`src/sfe_params.svh`:
```
`ifndef SFE_PARAMS_SVH
`define SFE_PARAMS_SVH

// bit rate select encodings
`define SFE_RATE_DIVIDE_BY_TWO 2'h0
`define SFE_RATE_DIVIDE_BY_EIGHT 2'h1
`define SFE_RATE_DIVIDE_BY_THIRTY_TWO 2'h2
`define SFE_RATE_DIVIDE_BY_ONE_TWENTY_EIGHT 2'h3

// half bit time in bus cycles per divider setting
`define SFE_HALF_DIVIDE_BY_TWO 7'h01
`define SFE_HALF_DIVIDE_BY_EIGHT 7'h04
`define SFE_HALF_DIVIDE_BY_THIRTY_TWO 7'h10
`define SFE_HALF_DIVIDE_BY_ONE_TWENTY_EIGHT 7'h40
`define SFE_CNT_ONE 7'h01
`define SFE_CNT_ZERO 7'h00

// edge bookkeeping for one byte
`define SFE_EDGE_ZERO 5'h00
`define SFE_EDGE_ONE 5'h01
`define SFE_EDGE_LAST 5'h10
`define SFE_OVR_CYCLE 4'h6
`define SFE_BYTE_ZERO 8'h00
`define SFE_MSB 7

// longest wait from arming to first half bit, bus cycles
`define SFE_MAX_LATENCY 64

`endif

```
`src/sfe_pkg.sv`:
```
package sfe_pkg;

	typedef struct packed {
		logic moduleEnable;
		logic masterSelect;
		logic clockPolarity;
		logic clockPhase;
		logic modeFaultDetectEnable;
		logic [1:0] bitRateSelect;
	} sfe_cfg_t;

	typedef struct packed {
		logic txEmptyFlag;
		logic rxFullFlag;
		logic overrunFlag;
		logic modeFaultFlag;
	} sfe_status_t;

	typedef enum logic [2:0] {
		S_IDLE = 3'h1,
		S_ARMED = 3'h2,
		S_SHIFT = 3'h4
	} sfe_state_t;

endpackage : sfe_pkg

```
`src/sfe_rate_gen.sv`:
```
`timescale 1ns/100ps
`default_nettype none
`include "sfe_params.svh"

module sfe_rate_gen (
	input wire logic mclk,
	input wire logic reset_n,
	input wire logic enable,
	input wire logic [1:0] bitRateSelect,
	output logic tick
);
	logic [6:0] count_reg;
	logic [6:0] half;

	always_comb
	begin
		case (bitRateSelect)
			`SFE_RATE_DIVIDE_BY_TWO: half = `SFE_HALF_DIVIDE_BY_TWO;
			`SFE_RATE_DIVIDE_BY_EIGHT: half = `SFE_HALF_DIVIDE_BY_EIGHT;
			`SFE_RATE_DIVIDE_BY_THIRTY_TWO: half = `SFE_HALF_DIVIDE_BY_THIRTY_TWO;
			`SFE_RATE_DIVIDE_BY_ONE_TWENTY_EIGHT: half = `SFE_HALF_DIVIDE_BY_ONE_TWENTY_EIGHT;
			default: half = `SFE_HALF_DIVIDE_BY_TWO;
		endcase
	end

	// free-running half bit tick, stopped when disabled
	always_ff @(posedge mclk or negedge reset_n)
	begin
		if (!reset_n)
		begin
			count_reg <= `SFE_CNT_ZERO;
			tick <= 1'b0;
		end
		else if (!enable)
		begin
			count_reg <= `SFE_CNT_ZERO;
			tick <= 1'b0;
		end
		else if (count_reg >= half - `SFE_CNT_ONE)
		begin
			count_reg <= `SFE_CNT_ZERO;
			tick <= 1'b1;
		end
		else
		begin
			count_reg <= count_reg + `SFE_CNT_ONE;
			tick <= 1'b0;
		end
	end
endmodule : sfe_rate_gen

`default_nettype wire

```
`src/sfe_sticky_flag.sv`:
```
`timescale 1ns/100ps
`default_nettype none

module sfe_sticky_flag (
	input wire logic mclk,
	input wire logic reset_n,
	input wire logic setEvent,
	input wire logic armEvent,
	input wire logic clearEvent,
	input wire logic holdCondition,
	output logic flag
);
	logic armed_reg;

	// set wins over clear; clear needs a prior status read
	always_ff @(posedge mclk or negedge reset_n)
	begin
		if (!reset_n)
			flag <= 1'b0;
		else if (setEvent)
			flag <= 1'b1;
		else if (clearEvent && armed_reg && !holdCondition)
			flag <= 1'b0;
	end

	always_ff @(posedge mclk or negedge reset_n)
	begin
		if (!reset_n)
			armed_reg <= 1'b0;
		else if (armEvent && flag)
			armed_reg <= 1'b1;
		else if (clearEvent || !flag)
			armed_reg <= 1'b0;
	end
endmodule : sfe_sticky_flag

`default_nettype wire

```
`src/sfe_transfer_engine.sv`:
```
`timescale 1ns/100ps
`default_nettype none
`include "sfe_params.svh"

module sfe_transfer_engine
	import sfe_pkg::*;
(
	input wire logic mclk,
	input wire logic reset_n,
	input wire sfe_pkg::sfe_cfg_t cfg,
	input wire logic dataWrite,
	input wire logic [7:0] dataWriteByte,
	input wire logic statusRead,
	input wire logic dataRead,
	input wire logic controlWrite,
	output logic [7:0] rxData,
	output wire sfe_pkg::sfe_status_t status,
	input wire logic serialClockPinIn,
	output logic serialClockPinOut,
	output logic serialClockPinOe,
	input wire logic mosiIn,
	output logic mosiOut,
	output logic mosiOe,
	input wire logic misoIn,
	output logic misoOut,
	output logic misoOe,
	input wire logic slaveSelectIn_n
);
	import sfe_pkg::*;

	localparam int LatMax = `SFE_MAX_LATENCY;

	sfe_state_t state_reg;
	logic [7:0] shift_reg;
	logic [7:0] txBuf_reg;
	logic txPending_reg;
	logic txEmpty_reg;
	logic [4:0] edgeCnt_reg;
	logic capBit_reg;
	logic sclkPrev_reg;
	logic ssPrev_reg;
	logic tick;
	logic masterOn;
	logic slaveOn;
	logic ssLow;
	logic sclkEdge;
	logic slaveStart;
	logic edgeEv;
	logic [4:0] edgeNum;
	logic leading;
	logic sampleEdge;
	logic lastEdge;
	logic inBit;
	logic done;
	logic abort;
	logic masterFault;
	logic slaveFault;
	logic loadTx;
	logic ovSet;
	logic rxLoad;
	logic [7:0] nextShift;

	sfe_rate_gen u_rate (
		.mclk(mclk),
		.reset_n(reset_n),
		.enable(masterOn),
		.bitRateSelect(cfg.bitRateSelect),
		.tick(tick)
	);

	assign masterOn = cfg.moduleEnable & cfg.masterSelect;
	assign slaveOn = cfg.moduleEnable & ~cfg.masterSelect;
	assign ssLow = ~slaveSelectIn_n;
	assign sclkEdge = serialClockPinIn ^ sclkPrev_reg;
	assign slaveStart = slaveOn && (state_reg == S_IDLE) &&
		(cfg.clockPhase ? (sclkEdge && ssLow) : (ssLow && ssPrev_reg));
	// slave ignores clocks while deselected
	assign edgeEv = ((state_reg == S_SHIFT) &&
		(cfg.masterSelect ? tick : (sclkEdge && ssLow))) ||
		(slaveStart && cfg.clockPhase);
	assign edgeNum = edgeCnt_reg + `SFE_EDGE_ONE;
	assign leading = edgeNum[0];
	assign sampleEdge = leading ^ cfg.clockPhase;
	assign lastEdge = (edgeNum == `SFE_EDGE_LAST);
	assign inBit = cfg.masterSelect ? misoIn : mosiIn;
	assign nextShift = {shift_reg[6:0], (sampleEdge ? inBit : capBit_reg)};
	assign masterFault = masterOn && cfg.modeFaultDetectEnable && ssLow;
	assign slaveFault = slaveOn && cfg.modeFaultDetectEnable &&
		(state_reg == S_SHIFT) && !ssLow;
	assign abort = !cfg.moduleEnable || masterFault ||
		(slaveOn && (state_reg == S_SHIFT) && !ssLow);
	assign done = edgeEv && lastEdge && !abort;
	assign loadTx = txPending_reg && (state_reg == S_IDLE) &&
		cfg.moduleEnable && !masterFault;
	assign ovSet = edgeEv && sampleEdge && !abort &&
		(edgeCnt_reg[4:1] == `SFE_OVR_CYCLE) && status.rxFullFlag;
	assign rxLoad = done && !status.overrunFlag;

	// transfer sequencing
	always_ff @(posedge mclk or negedge reset_n)
	begin
		if (!reset_n)
			state_reg <= S_IDLE;
		else if (abort)
			state_reg <= S_IDLE;
		else
		begin
			case (state_reg)
				S_IDLE:
				begin
					if (slaveStart)
						state_reg <= S_SHIFT;
					else if (loadTx && cfg.masterSelect)
						state_reg <= S_ARMED;
				end
				S_ARMED:
				begin
					if (tick)
						state_reg <= S_SHIFT;
				end
				S_SHIFT:
				begin
					if (done)
						state_reg <= S_IDLE;
				end
				default: state_reg <= S_IDLE;
			endcase
		end
	end

	always_ff @(posedge mclk or negedge reset_n)
	begin
		if (!reset_n)
			edgeCnt_reg <= `SFE_EDGE_ZERO;
		else if (state_reg != S_SHIFT && !slaveStart)
			edgeCnt_reg <= `SFE_EDGE_ZERO;
		else if (edgeEv)
			edgeCnt_reg <= edgeNum;
	end

	// shift register: load when idle, shift on edges
	always_ff @(posedge mclk or negedge reset_n)
	begin
		if (!reset_n)
		begin
			shift_reg <= `SFE_BYTE_ZERO;
			capBit_reg <= 1'b0;
		end
		else if (loadTx)
			shift_reg <= txBuf_reg;
		else if (edgeEv && !abort)
		begin
			if (sampleEdge)
				capBit_reg <= inBit;
			// first edge of phase one leaves msb in place
			if (lastEdge || (!sampleEdge && edgeNum != `SFE_EDGE_ONE))
				shift_reg <= nextShift;
		end
	end

	// transmit buffer and empty flag
	always_ff @(posedge mclk or negedge reset_n)
	begin
		if (!reset_n)
		begin
			txBuf_reg <= `SFE_BYTE_ZERO;
			txPending_reg <= 1'b0;
			txEmpty_reg <= 1'b1;
		end
		else if (dataWrite)
		begin
			txBuf_reg <= dataWriteByte;
			txPending_reg <= 1'b1;
			txEmpty_reg <= 1'b0;
		end
		else if (loadTx || masterFault)
		begin
			txPending_reg <= 1'b0;
			txEmpty_reg <= 1'b1;
		end
	end

	always_ff @(posedge mclk or negedge reset_n)
	begin
		if (!reset_n)
			rxData <= `SFE_BYTE_ZERO;
		else if (rxLoad)
			rxData <= nextShift;
	end

	always_ff @(posedge mclk or negedge reset_n)
	begin
		if (!reset_n)
		begin
			sclkPrev_reg <= 1'b0;
			ssPrev_reg <= 1'b1;
		end
		else
		begin
			sclkPrev_reg <= serialClockPinIn;
			ssPrev_reg <= slaveSelectIn_n;
		end
	end

	// master clock: idle at polarity, toggles on ticks
	always_ff @(posedge mclk or negedge reset_n)
	begin
		if (!reset_n)
			serialClockPinOut <= 1'b0;
		else if (state_reg == S_SHIFT && cfg.masterSelect && edgeEv && !abort)
			serialClockPinOut <= cfg.clockPolarity ^ leading;
		else if (state_reg != S_SHIFT || abort)
			serialClockPinOut <= cfg.clockPolarity;
	end

	// pin drivers
	always_ff @(posedge mclk or negedge reset_n)
	begin
		if (!reset_n)
		begin
			serialClockPinOe <= 1'b0;
			mosiOe <= 1'b0;
			misoOe <= 1'b0;
		end
		else
		begin
			serialClockPinOe <= masterOn && !masterFault;
			mosiOe <= masterOn && !masterFault;
			misoOe <= slaveOn && ssLow;
		end
	end

	always_comb
	begin
		mosiOut = shift_reg[`SFE_MSB];
		misoOut = shift_reg[`SFE_MSB];
	end

	sfe_sticky_flag u_rxFull (
		.mclk(mclk),
		.reset_n(reset_n),
		.setEvent(rxLoad),
		.armEvent(statusRead),
		.clearEvent(dataRead),
		.holdCondition(1'b0),
		.flag(status.rxFullFlag)
	);

	sfe_sticky_flag u_overrun (
		.mclk(mclk),
		.reset_n(reset_n),
		.setEvent(ovSet),
		.armEvent(statusRead),
		.clearEvent(dataRead),
		.holdCondition(1'b0),
		.flag(status.overrunFlag)
	);

	sfe_sticky_flag u_modeFault (
		.mclk(mclk),
		.reset_n(reset_n),
		.setEvent(masterFault || slaveFault),
		.armEvent(statusRead),
		.clearEvent(controlWrite),
		.holdCondition(masterFault || slaveFault),
		.flag(status.modeFaultFlag)
	);

	assign status.txEmptyFlag = txEmpty_reg;
endmodule : sfe_transfer_engine

`default_nettype wire

```
`config.mk`:
```
export PLATFORM = sky130hd
export DESIGN_NAME = sfe_transfer_engine
export DESIGN_NICKNAME = d
export VERILOG_FILES = /design/src/sfe_pkg.sv /design/src/sfe_rate_gen.sv /design/src/sfe_sticky_flag.sv /design/src/sfe_transfer_engine.sv
export VERILOG_INCLUDE_DIRS = /design/src /design/src/src
export SDC_FILE = /design/constraint.sdc
export NUM_CORES = 1
export LEC_CHECK = 0
export BUFFER_PORTS_ARGS = -buffer_cell sky130_fd_sc_hd__buf_2
export CORE_MARGIN = 5
export CORE_UTILIZATION = 55
export CTS_BUF_LIST = sky130_fd_sc_hd__clkbuf_2
export DETAILED_ROUTE_END_ITERATION = 10
export PLACE_DENSITY = 0.78
export SYNTH_ARGS = -nofsm -noshare
export SYNTH_HDL_FRONTEND = slang
export SYNTH_SLANG_ARGS = --single-unit
```
`constraint.sdc`:
```
create_clock -name mclk -period 2.55 [get_ports mclk]
set_input_delay 0.3825 -clock mclk [delete_from_list [all_inputs] [get_ports mclk]]
set_output_delay 0.3825 -clock mclk [all_outputs]
set_load 0.02 [all_outputs]
```
==> flow_metrics.py <==
metrics = {
    "status": {
        "outcome": "finished clean",
    },
    "timing": {
        "maxSlewViolCount": 0,
        "layout_worst_path_cycle_share_pct": 90.5,
        "period_minus_slack_ns": 2.31,
        "slew_headroom_pct": 55.7,
        "skew_ns": 0.00536,
        "tightest_slew_ns": 0.664,
        "max_clock_freq_mhz": 433,
        "rsz0062_at_grt": "false",
        "fin_hold_ws_ns": 0.00798,
        "final_critical_path_setup_slack_ns": 0.243,
        "timing.final.setup_violations": 0,
        "final_hold_viol_count": 0,
        "totalNegativeSetupSlack_ns": 0,
    },
    "finish": {
        "final_design_area_no_fill_um2": 3070,
        "filler_cell_count": 414,
        "area.growth.synth_to_final_pct": 10.4,
        "nets": 343,
        "diodes": 0,
        "final_cells": 376,
        "layout-drive-gt1-share_pct": 25.6,
    },
    "clock_tree": {
        "post_cts_buffers": 0,
        "cts_hold_buffers": 0,
        "ctsHtreeMaxLevel": 2,
        "cts.sink_count": 54,
        "clock_pin_slew_worst_setup_and_hold_paths_ns": 0.26,
        "clkLatencyLatePin_ns": 0.44,
        "root_buffer": "clkbuf_2",
        "cts_buffers": 5,
        "clock_path_buffers": 2,
        "clock_tree_from_tritoncts": "done",
        "post_cts_resized": 0,
    },
    "pwr": {
        "pwr_density_cell_nw_per_um2": 524,
        "max_rail_drop_vdd_uv": 388,
        "internal-power_w": 0.00112,
        "netSwitchingPower_w": 0.000484,
        "combPwrFrac_pct": 17.3,
        "cellLeakagePower_nw": 1.50,
        "seq_power_share_pct": 61.9,
        "p_clk_share_pct": 20.8,
        "switching_share_pct": 30.1,
    },
    "synth": {
        "post_synth_inst_count": 267,
        "synth.yosys.warnings": 0,
        "number_of_enable_type_register_cells_in_the_synthesized_netlist": 0,
        "seq_total_area_yosys_pct": 48.7,
        "postSynthNetCount": 302,
        "synthDistinctLibCells": 49,
        "ys.flop_type": "dfrtp_1",
        "synth.ff_latch_count": 54,
        "postSynth.asyncResetShare_pct": 100,
        "syn-mean-instance-area_um2": 10.4,
        "syn_area_um2": 2780,
    },
    "worst_setup_path": {
        "critical_path_arrival_ns": 2.67,
        "worst_ep_required_time_ns": 2.92,
        "cp-end-kind": "flip-flop",
        "ff2ff_path_depth": 6,
        "path_max_fanout": 9,
        "critPathKind": "flip-flop to flip-flop",
        "critical_path_source_type": "flip-flop",
    },
    "placement": {
        "io_buffer_count": 42,
        "dp_hpwl_um": 4060,
        "globalplace.congestion": 0.894,
        "postPlaceCellArea_um2": 3030,
        "place_worst_setup_slack_ns": 0.257,
        "dp.cells": 368,
    },
    "global_route": {
        "grt_pass1_vias": 1972,
        "grt_pass1_wl_um": 9330,
        "grt_start_max_net_pins": 55,
        "grt-ovfl-total": 0,
        "grt_antenna_before_repair": 0,
        "grt_util_all_layers_pct": 18.3,
    },
    "route": {
        "dr.first_iter.drc_count": 118,
        "vias": 2047,
        "drc": 0,
        "wirelength_um": 5330,
        "drt.antenna.violating_nets": 0,
        "drt-pass1-iter-count": 5,
        "wire_per_inst_um": 14.2,
        "vias_per_cell": 5.44,
    },
    "floorplanning": {
        "initial_core_util_pct": 57.8,
        "die_width_um": 81.1,
        "die_height_um": 81.1,
        "num_io_pins": 43,
        "coreArea_um2": 4820,
        "die_area_um2": 6580,
        "rows": 25,
    },
    "worst_hold_path": {
        "hp-class": "input pin to asynchronous set/reset pin",
    },
    "run": {
        "max_cap_viol": 0,
    },
}
## routing by layer
layer  up-vias  global-route usage (%)  share of wire (%)
met3         8                    4.21                6.5
met5         -                       0                  0
li1       1004                       -                  -
met4         0                    5.91                1.1
met1       983                    24.1                 43
met2        52                    30.0                 49
## cell usage after synthesis, types with 4 or more instances
library cell,n,area (µm²)
nor2b_1,4,25.0
buf_4,7,52.6
nand3_1,9,45.0
xor2_1,6,52.6
nand2b_1,4,25.0
o221ai_1,7,61.3
dfrtp_1,51,1280
o21ai_0,8,40.0
inv_1,20,75.1
nand2_1,27,101
o21a_1,6,45.0
a21o_1,5,37.5
nor2_1,19,71.3
mux2_2,16,180
a21oi_1,10,50.1
nand4_1,4,25.0
ha_1,10,125
xnor2_1,7,61.3
## area by class of cell
class / instances / area [µm²] / share of cell area [%]
flip-flops and latches: 54 / 1360 / 44.1
inverters: 20 / 75.1 / 2.44
multi-input cells: 181 / 1270 / 41.4
repair buffers: 46 / 240 / 7.82
well taps: 67 / 83.8 / 2.73
clock inverters: 3 / 20.0 / 0.652
clock buffers: 5 / 25.0 / 0.815
## worst max-delay path, cell delays in order, from the launching register on
cell	delay [ns]
dfstp_2	0.63
nor3b_4	0.30
nand4_1	0.20
a21oi_4	0.20
nand2_2	0.10
nor3_4	0.42
mux2_2	0.38
## stage by stage
step,utilization (%),total power (W)
final,63.8,0.00161
after global routing,63.8,0.00170
after CTS,63.8,0.00163
after detailed placement,62.8,0.00129
after global placement,62.8,0.00128
after floorplan,-,0.00120
## placed cells by master (no fill, tap or decap), types with 8 or more instances in the layout
cell     instances
nand3_1          9
dfrtp_1         51
mux2_2          16
inv_1           20
nand2_1         27
ha_1            10
o21ai_0          8
a21oi_1         10
buf_2           42
nor2_1          19
## kinds of logic after synthesis
| logic type | synth area share, % |
|---|---|
| muxes | 7.60 |
| AOI/OAI and AO/OA | 12.0 |
| buffers and inverters | 5.58 |
| and+or+nand+nor | 17.0 |
| adders and majority gates | 4.86 |
| DFF | 48.7 |
| other | 0.135 |
| xor gates and xnor gates | 4.09 |
## final timing paths
| kind | start | to | slack (ns) |
|---|---|---|---|
| worst max-delay path | state_reg[0]$_DFFE_PN1P_ | rxData[3]$_DFFE_PN0P_ | 0.24 |
| worst max register to register | state_reg[0]$_DFFE_PN1P_ | rxData[3]$_DFFE_PN0P_ | 0.24 |
| min in group mclk | slaveSelectIn_n | ssPrev_reg$_DFF_PN1_ | 0.06 |
| max in group asynchronous | reset_n | rxData[2]$_DFFE_PN0P_ | 2.11 |
| worst min-delay path | reset_n | serialClockPinOut$_DFFE_PN0P_ | 0.008 |
| worst min register to register | txEmpty_reg$_DFFE_PN1P_ | txEmpty_reg$_DFFE_PN1P_ | 0.49 |
## power groups by stage
stage,clock [W],combinational (W),sequential [W]
final,0.000335,0.000278,0.000996
after global routing,0.000378,0.000314,0.00101
after floorplan,0,0.000194,0.00100
after CTS,0.000349,0.000282,0.000996
after global placement,0,0.000275,0.00101
after detailed placement,0,0.000282,0.00101
No activity file was read; power rests on OpenSTA's default activity.
